==> src/verilog/cdac_pkg.sv <==
// Purpose: constants for the two-channel current dac update control
// Assumes: 32-bit classic wishbone slave, 100 MHz clk_i
// Notes:   offsets are byte addresses of aligned words
package cdac_pkg;
  localparam int          CDAC_CHANNELS    = 2;
  localparam int          CDAC_CODE_W      = 8;
  localparam int          CDAC_AMP_W       = 11;
  localparam int          CDAC_ADR_W       = 8;
  // register byte offsets
  localparam logic [7:0]  CDAC_CTL0_OFS    = 8'h00;
  localparam logic [7:0]  CDAC_DATA0_OFS   = 8'h04;
  localparam logic [7:0]  CDAC_CTL1_OFS    = 8'h08;
  localparam logic [7:0]  CDAC_DATA1_OFS   = 8'h0c;
  localparam logic [7:0]  CDAC_STAT_OFS    = 8'h10;
  localparam logic [7:0]  CDAC_OUT_OFS     = 8'h14;
  // control field positions
  localparam int          CDAC_EN_BIT      = 7;
  localparam int          CDAC_SRC_HI      = 6;
  localparam int          CDAC_SRC_LO      = 4;
  localparam int          CDAC_CSC_BIT     = 3;
  localparam int          CDAC_UNUSED_BIT  = 2;
  localparam int          CDAC_FS_HI       = 1;
  localparam int          CDAC_FS_LO       = 0;
  // reset values
  localparam logic [7:0]  CDAC_CTL_RST     = 8'h70;
  localparam logic [7:0]  CDAC_DATA_RST    = 8'h00;
  // update source codes
  localparam logic [2:0]  CDAC_SRC_TMR0    = 3'h0;
  localparam logic [2:0]  CDAC_SRC_TMR3    = 3'h3;
  localparam logic [2:0]  CDAC_SRC_RISE    = 3'h4;
  localparam logic [2:0]  CDAC_SRC_FALL    = 3'h5;
  localparam logic [2:0]  CDAC_SRC_ANY     = 3'h6;
  localparam logic [2:0]  CDAC_SRC_WRITE   = 3'h7;
  // full-scale codes
  localparam logic [1:0]  CDAC_FS_250UA    = 2'h0;
  localparam logic [1:0]  CDAC_FS_500UA    = 2'h1;
  localparam logic [1:0]  CDAC_FS_1MA      = 2'h2;
  localparam logic [1:0]  CDAC_FS_2MA      = 2'h3;
endpackage

==> src/verilog/cdac_top.sv <==
// Purpose: register file and update scheduling of two 8-bit current dacs
// Assumes: timer overflow pulses are on clk_i; strobe pin is asynchronous
// Notes:   amp_o is the output current in steps of 0.25 mA / 256
//
// Notes on behaviour
// two channels, each with 8-bit code, own control and data register
// each channel enabled on its own by its control register
// reference generator on while at least one channel is enabled
// source field bits 6:4; 111 default, write latches at once
// codes 000 to 011 hold data until timer 0 to 3 overflows
// codes 100 to 110 hold data until chosen strobe pin edge
// 100 rising edge, 101 falling edge, 110 either edge
// full-scale bits 1:0 give 0.25, 0.5, 1 or 2 mA
// full scale resets to 0.25 mA
// output current is code over 256 times full scale
// enable at control bit 7, one enables the channel
// several writes before the trigger: only the last is moved
//
// Local design decisions: the register addresses and the Wishbone interface to the registers.
`timescale 1ns/1ns
module cdac_top
  import cdac_pkg::*;
(
  // clock and reset
  input  wire logic                    clk_i,
  input  wire logic                    rst_i,
  // wishbone slave
  input  wire logic                    cyc_i,
  input  wire logic                    stb_i,
  input  wire logic                    we_i,
  input  wire logic [CDAC_ADR_W-1:0]   adr_i,
  input  wire logic [3:0]              sel_i,
  input  wire logic [31:0]             dat_i,
  output      logic [31:0]             dat_o,
  output      logic                    ack_o,
  // update events
  input  wire logic [3:0]              timer_ovf_i,
  input  wire logic                    external_strobe_pin_i,
  // converter side, channel zero
  output      logic                    ch0_enable_o,
  output      logic [CDAC_CODE_W-1:0]  ch0_code_o,
  output      logic [1:0]              ch0_full_scale_o,
  output      logic                    ch0_const_supply_o,
  output      logic [CDAC_AMP_W-1:0]   ch0_amp_o,
  // converter side, channel one
  output      logic                    ch1_enable_o,
  output      logic [CDAC_CODE_W-1:0]  ch1_code_o,
  output      logic [1:0]              ch1_full_scale_o,
  output      logic                    ch1_const_supply_o,
  output      logic [CDAC_AMP_W-1:0]   ch1_amp_o,
  // shared reference current
  output      logic                    ref_on_o
);

  typedef enum logic [1:0]
  {
    CDAC_BUS_IDLE,
    CDAC_BUS_ACK
  } cdac_bus_e;

  cdac_bus_e               bus_state;
  logic [7:0]              ctl       [CDAC_CHANNELS];
  logic [7:0]              data_word [CDAC_CHANNELS];
  logic [7:0]              latch     [CDAC_CHANNELS];
  logic                    pending   [CDAC_CHANNELS];
  logic [CDAC_AMP_W-1:0]   amp       [CDAC_CHANNELS];
  logic                    strobe_meta;
  logic                    strobe_sync;
  logic                    strobe_prev;
  logic                    strobe_rise;
  logic                    strobe_fall;
  logic                    bus_req;
  logic                    wr_take;
  logic                    wr_lane0;
  logic [CDAC_CHANNELS-1:0] ctl_wr;
  logic [CDAC_CHANNELS-1:0] data_wr;
  logic [CDAC_CHANNELS-1:0] trig;
  logic                    ref_on;
  logic [31:0]             next_dat;

  // event selected by the update-source field
  function automatic logic src_event
  (
    input logic [2:0] src,
    input logic [3:0] ovf,
    input logic       rise,
    input logic       fall
  );
    logic ev;
    ev = 1'b0;
    case (src)
      CDAC_SRC_RISE:  ev = rise;
      CDAC_SRC_FALL:  ev = fall;
      CDAC_SRC_ANY:   ev = rise | fall;
      CDAC_SRC_WRITE: ev = 1'b0;
      default:        ev = ovf[src[1:0]];
    endcase
    return ev;
  endfunction

  // code times full scale, in units of 0.25 mA / 256
  function automatic logic [CDAC_AMP_W-1:0] scale
  (
    input logic [7:0] code,
    input logic [1:0] fs,
    input logic       en
  );
    logic [CDAC_AMP_W-1:0] wide;
    wide = {3'h0, code};
    if (!en)
    begin
      wide = '0;
    end
    return wide << fs;
  endfunction

  // strobe pin synchroniser and edge detect
  always_ff @(posedge clk_i)
  begin
    if (rst_i)
    begin
      strobe_meta <= 1'b0;
      strobe_sync <= 1'b0;
      strobe_prev <= 1'b0;
    end
    else
    begin
      strobe_meta <= external_strobe_pin_i;
      strobe_sync <= strobe_meta;
      strobe_prev <= strobe_sync;
    end
  end

  assign strobe_rise = strobe_sync & ~strobe_prev;
  assign strobe_fall = ~strobe_sync & strobe_prev;

  // bus decode: a write takes effect at the edge that samples ack
  assign bus_req  = cyc_i & stb_i;
  assign wr_take  = bus_req & we_i & ack_o;
  assign wr_lane0 = wr_take & sel_i[0];
  assign ctl_wr[0]  = wr_lane0 && (adr_i == CDAC_CTL0_OFS);
  assign ctl_wr[1]  = wr_lane0 && (adr_i == CDAC_CTL1_OFS);
  assign data_wr[0] = wr_lane0 && (adr_i == CDAC_DATA0_OFS);
  assign data_wr[1] = wr_lane0 && (adr_i == CDAC_DATA1_OFS);

  always_comb
  begin
    for (int i = 0; i < CDAC_CHANNELS; i++)
    begin
      trig[i] = src_event(ctl[i][CDAC_SRC_HI:CDAC_SRC_LO], timer_ovf_i,
                          strobe_rise, strobe_fall);
    end
  end

  // bus handshake, one wait state then ack for one cycle
  always_ff @(posedge clk_i)
  begin
    if (rst_i)
    begin
      bus_state <= CDAC_BUS_IDLE;
    end
    else
    begin
      case (bus_state)
        CDAC_BUS_IDLE:
        begin
          if (bus_req)
          begin
            bus_state <= CDAC_BUS_ACK;
          end
        end
        CDAC_BUS_ACK:
        begin
          bus_state <= CDAC_BUS_IDLE;
        end
        default:
        begin
          bus_state <= CDAC_BUS_IDLE;
        end
      endcase
    end
  end

  assign ack_o = (bus_state == CDAC_BUS_ACK) & bus_req;

  // control registers
  always_ff @(posedge clk_i)
  begin
    for (int i = 0; i < CDAC_CHANNELS; i++)
    begin
      if (rst_i)
      begin
        ctl[i] <= CDAC_CTL_RST;
      end
      else if (ctl_wr[i])
      begin
        ctl[i] <= dat_i[7:0] & ~(8'h01 << CDAC_UNUSED_BIT);
      end
    end
  end

  // holding data registers, last write always kept
  always_ff @(posedge clk_i)
  begin
    for (int i = 0; i < CDAC_CHANNELS; i++)
    begin
      if (rst_i)
      begin
        data_word[i] <= CDAC_DATA_RST;
      end
      else if (data_wr[i])
      begin
        data_word[i] <= dat_i[7:0];
      end
    end
  end

  // pending flag: a write in the trigger cycle keeps it set
  always_ff @(posedge clk_i)
  begin
    for (int i = 0; i < CDAC_CHANNELS; i++)
    begin
      if (rst_i)
      begin
        pending[i] <= 1'b0;
      end
      else if (data_wr[i])
      begin
        pending[i] <= (ctl[i][CDAC_SRC_HI:CDAC_SRC_LO] != CDAC_SRC_WRITE);
      end
      else if (trig[i])
      begin
        pending[i] <= 1'b0;
      end
    end
  end

  // input latches
  always_ff @(posedge clk_i)
  begin
    for (int i = 0; i < CDAC_CHANNELS; i++)
    begin
      if (rst_i)
      begin
        latch[i] <= CDAC_DATA_RST;
      end
      else if (data_wr[i] &&
               ctl[i][CDAC_SRC_HI:CDAC_SRC_LO] == CDAC_SRC_WRITE)
      begin
        latch[i] <= dat_i[7:0];
      end
      else if (trig[i] && pending[i])
      begin
        latch[i] <= data_word[i];
      end
    end
  end

  // output current words and reference enable
  always_ff @(posedge clk_i)
  begin
    for (int i = 0; i < CDAC_CHANNELS; i++)
    begin
      if (rst_i)
      begin
        amp[i] <= '0;
      end
      else
      begin
        amp[i] <= scale(latch[i], ctl[i][CDAC_FS_HI:CDAC_FS_LO],
                        ctl[i][CDAC_EN_BIT]);
      end
    end
  end

  always_ff @(posedge clk_i)
  begin
    if (rst_i)
    begin
      ref_on <= 1'b0;
    end
    else
    begin
      ref_on <= ctl[0][CDAC_EN_BIT] | ctl[1][CDAC_EN_BIT];
    end
  end

  // read mux, unmapped reads return zero
  always_comb
  begin
    next_dat = 32'h0000_0000;
    case (adr_i)
      CDAC_CTL0_OFS:  next_dat[7:0] = ctl[0];
      CDAC_DATA0_OFS: next_dat[7:0] = data_word[0];
      CDAC_CTL1_OFS:  next_dat[7:0] = ctl[1];
      CDAC_DATA1_OFS: next_dat[7:0] = data_word[1];
      CDAC_STAT_OFS:  next_dat[4:0] = {ref_on, pending[1], pending[0],
                                       ctl[1][CDAC_EN_BIT],
                                       ctl[0][CDAC_EN_BIT]};
      CDAC_OUT_OFS:   next_dat[15:0] = {latch[1], latch[0]};
      default:        next_dat = 32'h0000_0000;
    endcase
  end

  always_ff @(posedge clk_i)
  begin
    if (rst_i)
    begin
      dat_o <= 32'h0000_0000;
    end
    else if (bus_req && bus_state == CDAC_BUS_IDLE)
    begin
      dat_o <= next_dat;
    end
  end

  assign ch0_enable_o       = ctl[0][CDAC_EN_BIT];
  assign ch1_enable_o       = ctl[1][CDAC_EN_BIT];
  assign ch0_code_o         = latch[0];
  assign ch1_code_o         = latch[1];
  assign ch0_full_scale_o   = ctl[0][CDAC_FS_HI:CDAC_FS_LO];
  assign ch1_full_scale_o   = ctl[1][CDAC_FS_HI:CDAC_FS_LO];
  assign ch0_const_supply_o = ctl[0][CDAC_CSC_BIT];
  assign ch1_const_supply_o = ctl[1][CDAC_CSC_BIT];
  assign ch0_amp_o          = amp[0];
  assign ch1_amp_o          = amp[1];
  assign ref_on_o           = ref_on;

endmodule

==> config.mk <==
export PLATFORM = sky130hd
export DESIGN_NAME = cdac_top
export DESIGN_NICKNAME = d
export VERILOG_FILES = /design/src/verilog/cdac_pkg.sv /design/src/verilog/cdac_top.sv
export SDC_FILE = /design/constraint.sdc
export NUM_CORES = 1
export LEC_CHECK = 0
export ABC_CLOCK_PERIOD_IN_PS = 2900
export CAP_MARGIN = 30
export CORE_MARGIN = 2
export CORE_UTILIZATION = 45
export DETAILED_ROUTE_END_ITERATION = 10
export DONT_BUFFER_PORTS = 1
export PLACE_DENSITY = 0.6
export SYNTH_ARGS = -nofsm -noshare
export SYNTH_HDL_FRONTEND = slang
export SYNTH_SLANG_ARGS = --single-unit
==> constraint.sdc <==
create_clock -name clk_i -period 2.9 [get_ports clk_i]
set_input_delay 0.435 -clock clk_i [delete_from_list [all_inputs] [get_ports clk_i]]
set_output_delay 0.435 -clock clk_i [all_outputs]
set_load 0.1 [all_outputs]
==> results.cfg, run 1 <==
[clocking]
clockBufferDepth = 2
clockRootBuffer = clkbuf_8
cts_sinks = 91
clk_latency_ns = 0.37
cts_setup_buffers = 0
cts-buffers-inserted = 9
hold_buffers = 0
htree_levels = 3
cts_tree = yes
post_cts_resized = 0
path_clk_slew_ns = 0.09

[die]
die_w_um = 104
die_y_um = 104
start_util = 0.462
core.rowCount = 36
coreArea_um2 = 9770
pin_count = 134
die-area_um2 = 10800

[logic_synthesis]
synth_edf_count = 48
yosysWarningCount = 0
syn_avg_cell_area_um2 = 10.6
syn_area_um2 = 4510
syn_inst = 424
yosysMostFrequentCell = edfxtp_1
yosysSeqAreaShare = 0.510
ys_top_cells_by_count = edfxtp_1 (48), dfxtp_1 (43), nor2_1 (42)
ys_seq_elements = 91
synth_top_cell_by_area = edfxtp_1
ys.flop_type = edfxtp_1
synth.top_cells.by_area = edfxtp_1 (32%), dfxtp_1 (19%), mux2_2 (6.7%)
ys_types = 55
synth-async-reset-ratio = 0
synth_top_area_frac = 0.319

[global_route]
top_usage_layer = met2
grtUsageTotal = 0.201
grtUsageMet2 = 0.302
use_met1 = 0.275
grt_pass1_vias = 2924
grt_start_max_net_pins = 55
overflow = 0
use_met3 = 0.0714
grt_pass1_wl_um = 16800
antenna_found_initial = 0

[layout]
syn_to_final_growth_pct = 8.87
drive_gt1_frac = 0.196
nets = 489
final_util = 0.503
multi_input_area_um2 = 1970
fin_cells = 571
area.sequential_um2 = 2300
finish.instance_area_um2 = 4910
nFillCells = 906
antenna_cells = 0

[power]
power_frac_seq = 0.541
vdd_ir_drop_max_uv = 243
switching_share = 0.305
p_sw_uw = 838
power.density_nw_per_um2 = 559
clkPwrFrac = 0.330
p_int_uw = 1910
combPwrFrac = 0.129
p_leak_uw = 0.00182

[routing]
antenna_left = 0
drt_pass1_iterations = 4
vias = 3171
wl_per_cell_um = 18.9
first_iter_violations = 234
drcViolationCount = 0
wirelength_um = 10800
viasPerCell = 5.55

[placement]
placedCellCount = 555
pre_cts_ws_ns = 0.517
gp_congestion = 0.840
placed_area_um2 = 4700
dp_hpwl_um = 7860
numPortBuffers = 0

[timing]
period_share = 0.741
grt_setup_unrepaired = no
setup_ws_ns = 0.752
period_minus_slack_ns = 2.15
final-hold-violation-count = 0
fmax_mhz = 465
slew-limit-headroom = 0.332
report.final.slew_viol_count = 0
clock_skew_ns = 0.0119
worst_pin_slew_ns = 1.00
fin_setup_tns_ns = 0
setup_viol = 0

[run_status]
run_status = complete, no violations

[setup_path]
cp_cell_sequence = inv_1 -> ha_1 -> o211ai_1 -> o31ai_1 -> nor4b_2 -> a22o_1
critPathRequiredTime_ns = 3.12
arrival_ns = 2.37
critPathKind = register to register
end_kind = register
cp_max_fo = 8
slowest_delay_ns = 0.71
slowest_stage = nor4b_2
critPathBufInv = 1
start_kind = register
crit_family = simple AND/OR/NAND/NOR gates

[hold_path]
min_path_type = input port to register

[flow_run]
cap_violations = 0
[path summary, 6_finish.rpt]
kind	endpoint	slack, ns	cells past startpoint	from
worst max-delay path	latch[1][6]	0.75	6	strobe_sync
worst min register to register	strobe_sync	0.47	1	strobe_meta
worst min-delay path	strobe_meta	0.13	1	rst_i
worst max register to register	latch[1][6]	0.75	6	strobe_sync
[per-stage QoR]
stage / power [uW] / hold WS, ns
after floorplan: 1850 / 0.414
after global placement: 1870 / 0.443
after detailed placement: 1870 / 0.441
after CTS: 2760 / 0.111
after global routing: 2840 / 0.0948
final: 2750 / 0.128
[layout make-up]
class / count / share of cell area
repair buffers: 33 / 0.0504
flip-flops and latches: 91 / 0.469
clock inverters: 6 / 0.0122
inverters: 5 / 0.00382
clock buffers: 10 / 0.0303
multi-input cells: 293 / 0.401
well taps: 133 / 0.0339
[power groups by stage]
| stage | Clock (uW) | Combinational [uW] | Sequential (uW) |
|---|---|---|---|
| 6_report | 906 | 354 | 1490 |
| 5_1_grt | 983 | 369 | 1490 |
| 4_1_cts | 922 | 354 | 1490 |
| 3_5_place_dp | 0 | 353 | 1520 |
| 3_3_place_gp | 0 | 352 | 1520 |
| 2_1_floorplan | 0 | 248 | 1600 |
[cells by family (layout without fill, tap and decap cells)]
logic type | count (synthesis) | after routing | synth area share
other cells | 1 | 16 | 0.000831
mux | 41 | 41 | 0.104
fa+ha+maj | 2 | 2 | 0.00555
buf+inv | 55 | 54 | 0.0660
compound gates | 63 | 63 | 0.0996
flops | 91 | 91 | 0.510
simple gates | 171 | 171 | 0.214
[cell usage in the layout (no fill, tap or decap), types with 12 or more instances in the layout]
cell      count
edfxtp_1     48
buf_4        33
a21oi_1      14
mux2_2       27
conb_1       16
dfxtp_1      43
nand2_1      21
and2_1       17
nor3_1       12
nand3_1      19
nor2_1       42
[flip-flops by register name, summed over array words and instances, names as in the netlist]
name and count:
ctl 14, pending 2, strobe_prev 1, strobe_meta 1
dat_o 16, ref_on_o 1, bus_state 1, amp 22
strobe_sync 1, latch 16, data_word 16
[metal layers]
metal / wire length, um / vias up
met5: 0 / -
met2: 4900 / 122
met4: 74 / 0
met1: 4870 / 1505
li1: - / 1538
met3: 929 / 6
(Power assumes the default switching activity.)
==> run 2: changes to the inputs <==
Settings changed: ABC_CLOCK_PERIOD_IN_PS 2900 to 2200.
Clock period 2.9 ns to 2.2 ns, I/O delays scaled along.
==> run 2 against run 1 <==
Effect of this change:
- highest routed layer unchanged
- non-clock buffer count up 45
- cell area up 8.0%
- critical path type unchanged
- total power up 38%
- die area unchanged
- combinational power up 68%
- fmax up 6.7%
- register-to-register slack worse by 0.56 ns
- sequential cell count unchanged
- critical path depth unchanged
==> results.cfg, run 2 (same netlist as run 1, synthesis figures left out) <==
[timing]
fmax_mhz = 497
fin_setup_tns_ns = 0
setup_viol = 0
final-hold-violation-count = 0
grt_setup_unrepaired = no
report.final.slew_viol_count = 0
slew-limit-headroom = 0.576
period_share = 0.915
worst_pin_slew_ns = 0.634
period_minus_slack_ns = 2.01
setup_ws_ns = 0.187
clock_skew_ns = 0.0117

[power]
p_leak_uw = 0.00207
power.density_nw_per_um2 = 713
vdd_ir_drop_max_uv = 297

[layout]
fin_cells = 616
largest-register = amp
nets = 534
antenna_cells = 0
largest_reg_flops = 22
final_util = 0.543
final_cell_mix = buf_4 (78), edfxtp_1 (48), dfxtp_1 (43)
drive_gt1_frac = 0.275
syn_to_final_growth_pct = 17.6
finish.instance_area_um2 = 5310
final_common_cell = buf_4
nFillCells = 870

[die]
die_w_um = 104
core.rowCount = 36
die-area_um2 = 10800
start_util = 0.462
pin_count = 134
die_y_um = 104
coreArea_um2 = 9770

[setup_path]
reg2reg_slack_ns = 0.19
r2r_cells = 6
critPathRequiredTime_ns = 2.28
start_kind = register
end_kind = register
critPathKind = register to register
arrival_ns = 2.09
cp_max_fo = 8
reg2reg_from = strobe_sync
worstReg2RegEnd = latch[1][0]

[routing]
wl_met1_um = 4960
top_layer_used = met4
met3_length_um = 881
vias = 3331
dr_wl_met2_um = 5010
drcViolationCount = 0
first_iter_violations = 244
drt_pass1_iterations = 4
wirelength_um = 11000
viasPerCell = 5.41
antenna_left = 0
wl_per_cell_um = 17.9

[hold_path]
min_path_type = input port to register
hold_path.startpoint = rst_i
hold_depth = 1
min_to = strobe_prev

[global_route]
overflow = 0
antenna_found_initial = 0
grt_pass1_vias = 3127
grt_start_max_net_pins = 55
grt_pass1_wl_um = 17300
grtUsageTotal = 0.208

[clocking]
hold_buffers = 0
clockBufferDepth = 2
cts_sinks = 91
htree_levels = 3
clk_latency_ns = 0.37
cts-buffers-inserted = 9
clockRootBuffer = clkbuf_8
path_clk_slew_ns = 0.09
cts_tree = yes

[flow_run]
cap_violations = 0

[placement]
pre_cts_ws_ns = 0.119
placedCellCount = 600
dp_hpwl_um = 8130
placed_area_um2 = 5060
numPortBuffers = 0
gp_congestion = 0.863

[run_status]
run_status = complete, no violations
-- run 2: layer usage --
layer,GRT usage,vias to the layer above
met5,0,-
met4,0.0782,0
met3,0.0476,16
met2,0.320,122
met1,0.286,1560
li1,-,1633
-- run 2: report_power, final --
| group | switching [uW] | internal (uW) | total (uW) |
|---|---|---|---|
| sequential | 37.1 | 1830 | 1860 |
| combinational | 472 | 121 | 594 |
| clock | 577 | 748 | 1320 |
-- run 2: critical path, cell delays in order (launching register included) --
cell	delay, ns
dfxtp_1	0.34
inv_1	0.06
ha_1	0.20
mux2_2	0.27
o22ai_1	0.30
nor2_1	0.11
a211o_1	0.45
-- run 2: repair_timing --
action | in CTS | in global routing
gates resized for setup | 0 | 2
buffers inserted | 0 | 0
setup endpoints to repair | 0 | 8
hold endpoints to repair | 0 | 0
-- run 2: how the worst max path moves through the flow --
stage | from | end | slack [ns]
2_1_floorplan | adr_i[5] | latch[0][0] | -0.003
3_3_place_gp | adr_i[5] | latch[0][0] | 0.14
3_5_place_dp | adr_i[5] | ctl[0][5] | 0.12
4_1_cts | strobe_sync | latch[1][6] | 0.12
5_1_grt | strobe_sync | latch[1][2] | 0.06
6_report | strobe_sync | latch[1][0] | 0.19
-- run 2: area by class of cell --
class	count	area, um^2	area share
Multi-Input combinational cell	293	2000	0.376
Sequential cell	91	2300	0.434
Inverter	5	22.5	0.00425
Clock inverter	6	104	0.0196
Clock buffer	10	128	0.0241
Timing Repair Buffer	78	586	0.110
Tap cell	133	166	0.0314
-- run 2: stage by stage --
| step | hold WS [ns] | total power, uW |
|---|---|---|
| floorplan | 0.414 | 2440 |
| global placement | 0.403 | 2490 |
| detailed placement | 0.405 | 2500 |
| CTS | 0.0134 | 3800 |
| global route | 0.0146 | 3910 |
| finish | 0.0175 | 3780 |
==> run 3: changes to the inputs <==
Settings changed: PLACE_DENSITY 0.6 to 0.67.
==> run 3 against run 2 <==
Effect of this change:
- combinational power up 0.7%
- count of clock-buffer cells in the layout unchanged
- sequential share of layout area rose by 0.20 points
- highest routed layer unchanged
==> results.cfg, run 3 (same netlist as run 1, synthesis figures left out) <==
[run_status]
run_status = complete, no violations

[setup_path]
start_kind = register
worstReg2RegEnd = ctl[0][3]
reg2reg_slack_ns = 0.18
slowest_stage = or4_4
critPathBufInv = 1
cp_cell_sequence = nand3_1 -> buf_4 -> or4_4 -> nor3_4 -> nand2b_1
reg2reg_from = bus_state[0]
arrival_ns = 2.14
end_kind = register
slowest_delay_ns = 0.56
r2r_cells = 5
crit_family = simple AND/OR/NAND/NOR gates
critPathKind = register to register
cp_max_fo = 7
critPathRequiredTime_ns = 2.32

[clocking]
cts_tree = yes
path_clk_slew_ns = 0.09
clockBufferDepth = 2
cts-buffers-inserted = 9
clk_latency_ns = 0.36
htree_levels = 3
clockRootBuffer = clkbuf_8
cts_sinks = 91
cts_setup_buffers = 0

[global_route]
grt_pass1_wl_um = 17300
grt_pass1_vias = 3245
grt_start_max_net_pins = 55
top_usage_layer = met2
use_met1 = 0.270
grtUsageMet2 = 0.333
grtUsageTotal = 0.203
overflow = 0
antenna_found_initial = 0
use_met3 = 0.0457

[timing]
clock_skew_ns = 0.0101
period_minus_slack_ns = 2.02
setup_viol = 0
final-hold-violation-count = 0
period_share = 0.918
fmax_mhz = 495
report.final.slew_viol_count = 0
slew-limit-headroom = 0.561
fin_setup_tns_ns = 0
worst_pin_slew_ns = 0.656
grt_setup_unrepaired = no

[layout]
area.sequential_um2 = 2300
finish.instance_area_um2 = 5280
final_cell_mix = buf_4 (80), edfxtp_1 (48), dfxtp_1 (43)
syn_to_final_growth_pct = 17.1
largest-register = amp
nets = 536
final_common_cell = buf_4
antenna_cells = 0
drive_gt1_frac = 0.282
final_util = 0.540
nFillCells = 883
largest_reg_flops = 22
multi_input_area_um2 = 2000

[routing]
vias = 3431
antenna_left = 0
viasPerCell = 5.55
first_iter_violations = 300
wl_per_cell_um = 17.9
drcViolationCount = 0
wirelength_um = 11100
drt_pass1_iterations = 4

[die]
die_y_um = 104
die_w_um = 104
start_util = 0.462
core.rowCount = 36
pin_count = 134
coreArea_um2 = 9770
die-area_um2 = 10800

[power]
p_leak_uw = 0.00206
vdd_ir_drop_max_uv = 294
power.density_nw_per_um2 = 678

[placement]
placed_area_um2 = 5070
numPortBuffers = 0
dp_hpwl_um = 8170
gp_congestion = 0.920

[hold_path]
min_to = strobe_prev
hold_path.startpoint = rst_i
min_path_type = input port to register
hold_depth = 1

[flow_run]
cap_violations = 0
-- run 3: area by class of cell --
cell class                 instances  area share
clock inverter                     6      0.0104
inverter                           5     0.00426
tap                              133      0.0315
timing repair buffer              80       0.114
multi-input combinational        293       0.378
clock buffer                      10      0.0261
sequential                        91       0.436
-- run 3: worst max-delay path by stage --
stage                     slack, ns  depth (start not counted)         start           to
after floorplan              -0.003                          6      adr_i[5]  latch[0][0]
after global placement         0.14                          4      adr_i[5]    ctl[0][4]
after detailed placement       0.11                          4      adr_i[5]    ctl[0][3]
after CTS                      0.11                          6   strobe_sync  latch[1][6]
after global routing           0.08                          5  bus_state[0]    ctl[0][5]
final                          0.18                          5  bus_state[0]    ctl[0][3]
-- run 3: power by group --
part | internal (uW) | switching [uW]
clock | 469 | 648
sequential | 1830 | 37.8
combinational | 123 | 475
total | 2420 | 1160
-- run 3: what timing repair did --
item | CTS | global route
setup endpoints to repair | 0 | 8
hold buffers | 0 | 0
gates resized for setup | 0 | 2
-- run 3: metrics by stage --
step                      hold slack [ns]  total power (uW)  instances  setup slack (ns)
after detailed placement            0.409              2500        602             0.106
after floorplan                     0.414              2440        439          -0.00263
after global routing               0.0132              3680        618            0.0825
final                              0.0360              3580        618             0.180
after global placement              0.407              2490        602             0.142
after CTS                          0.0156              3590        618             0.109
-- run 3: per-layer routing --
metal | part of all wire | vias up
li1 | - | 1637
met5 | 0 | -
met2 | 0.47 | 148
met1 | 0.45 | 1633
met4 | 0.014 | 0
met3 | 0.071 | 13
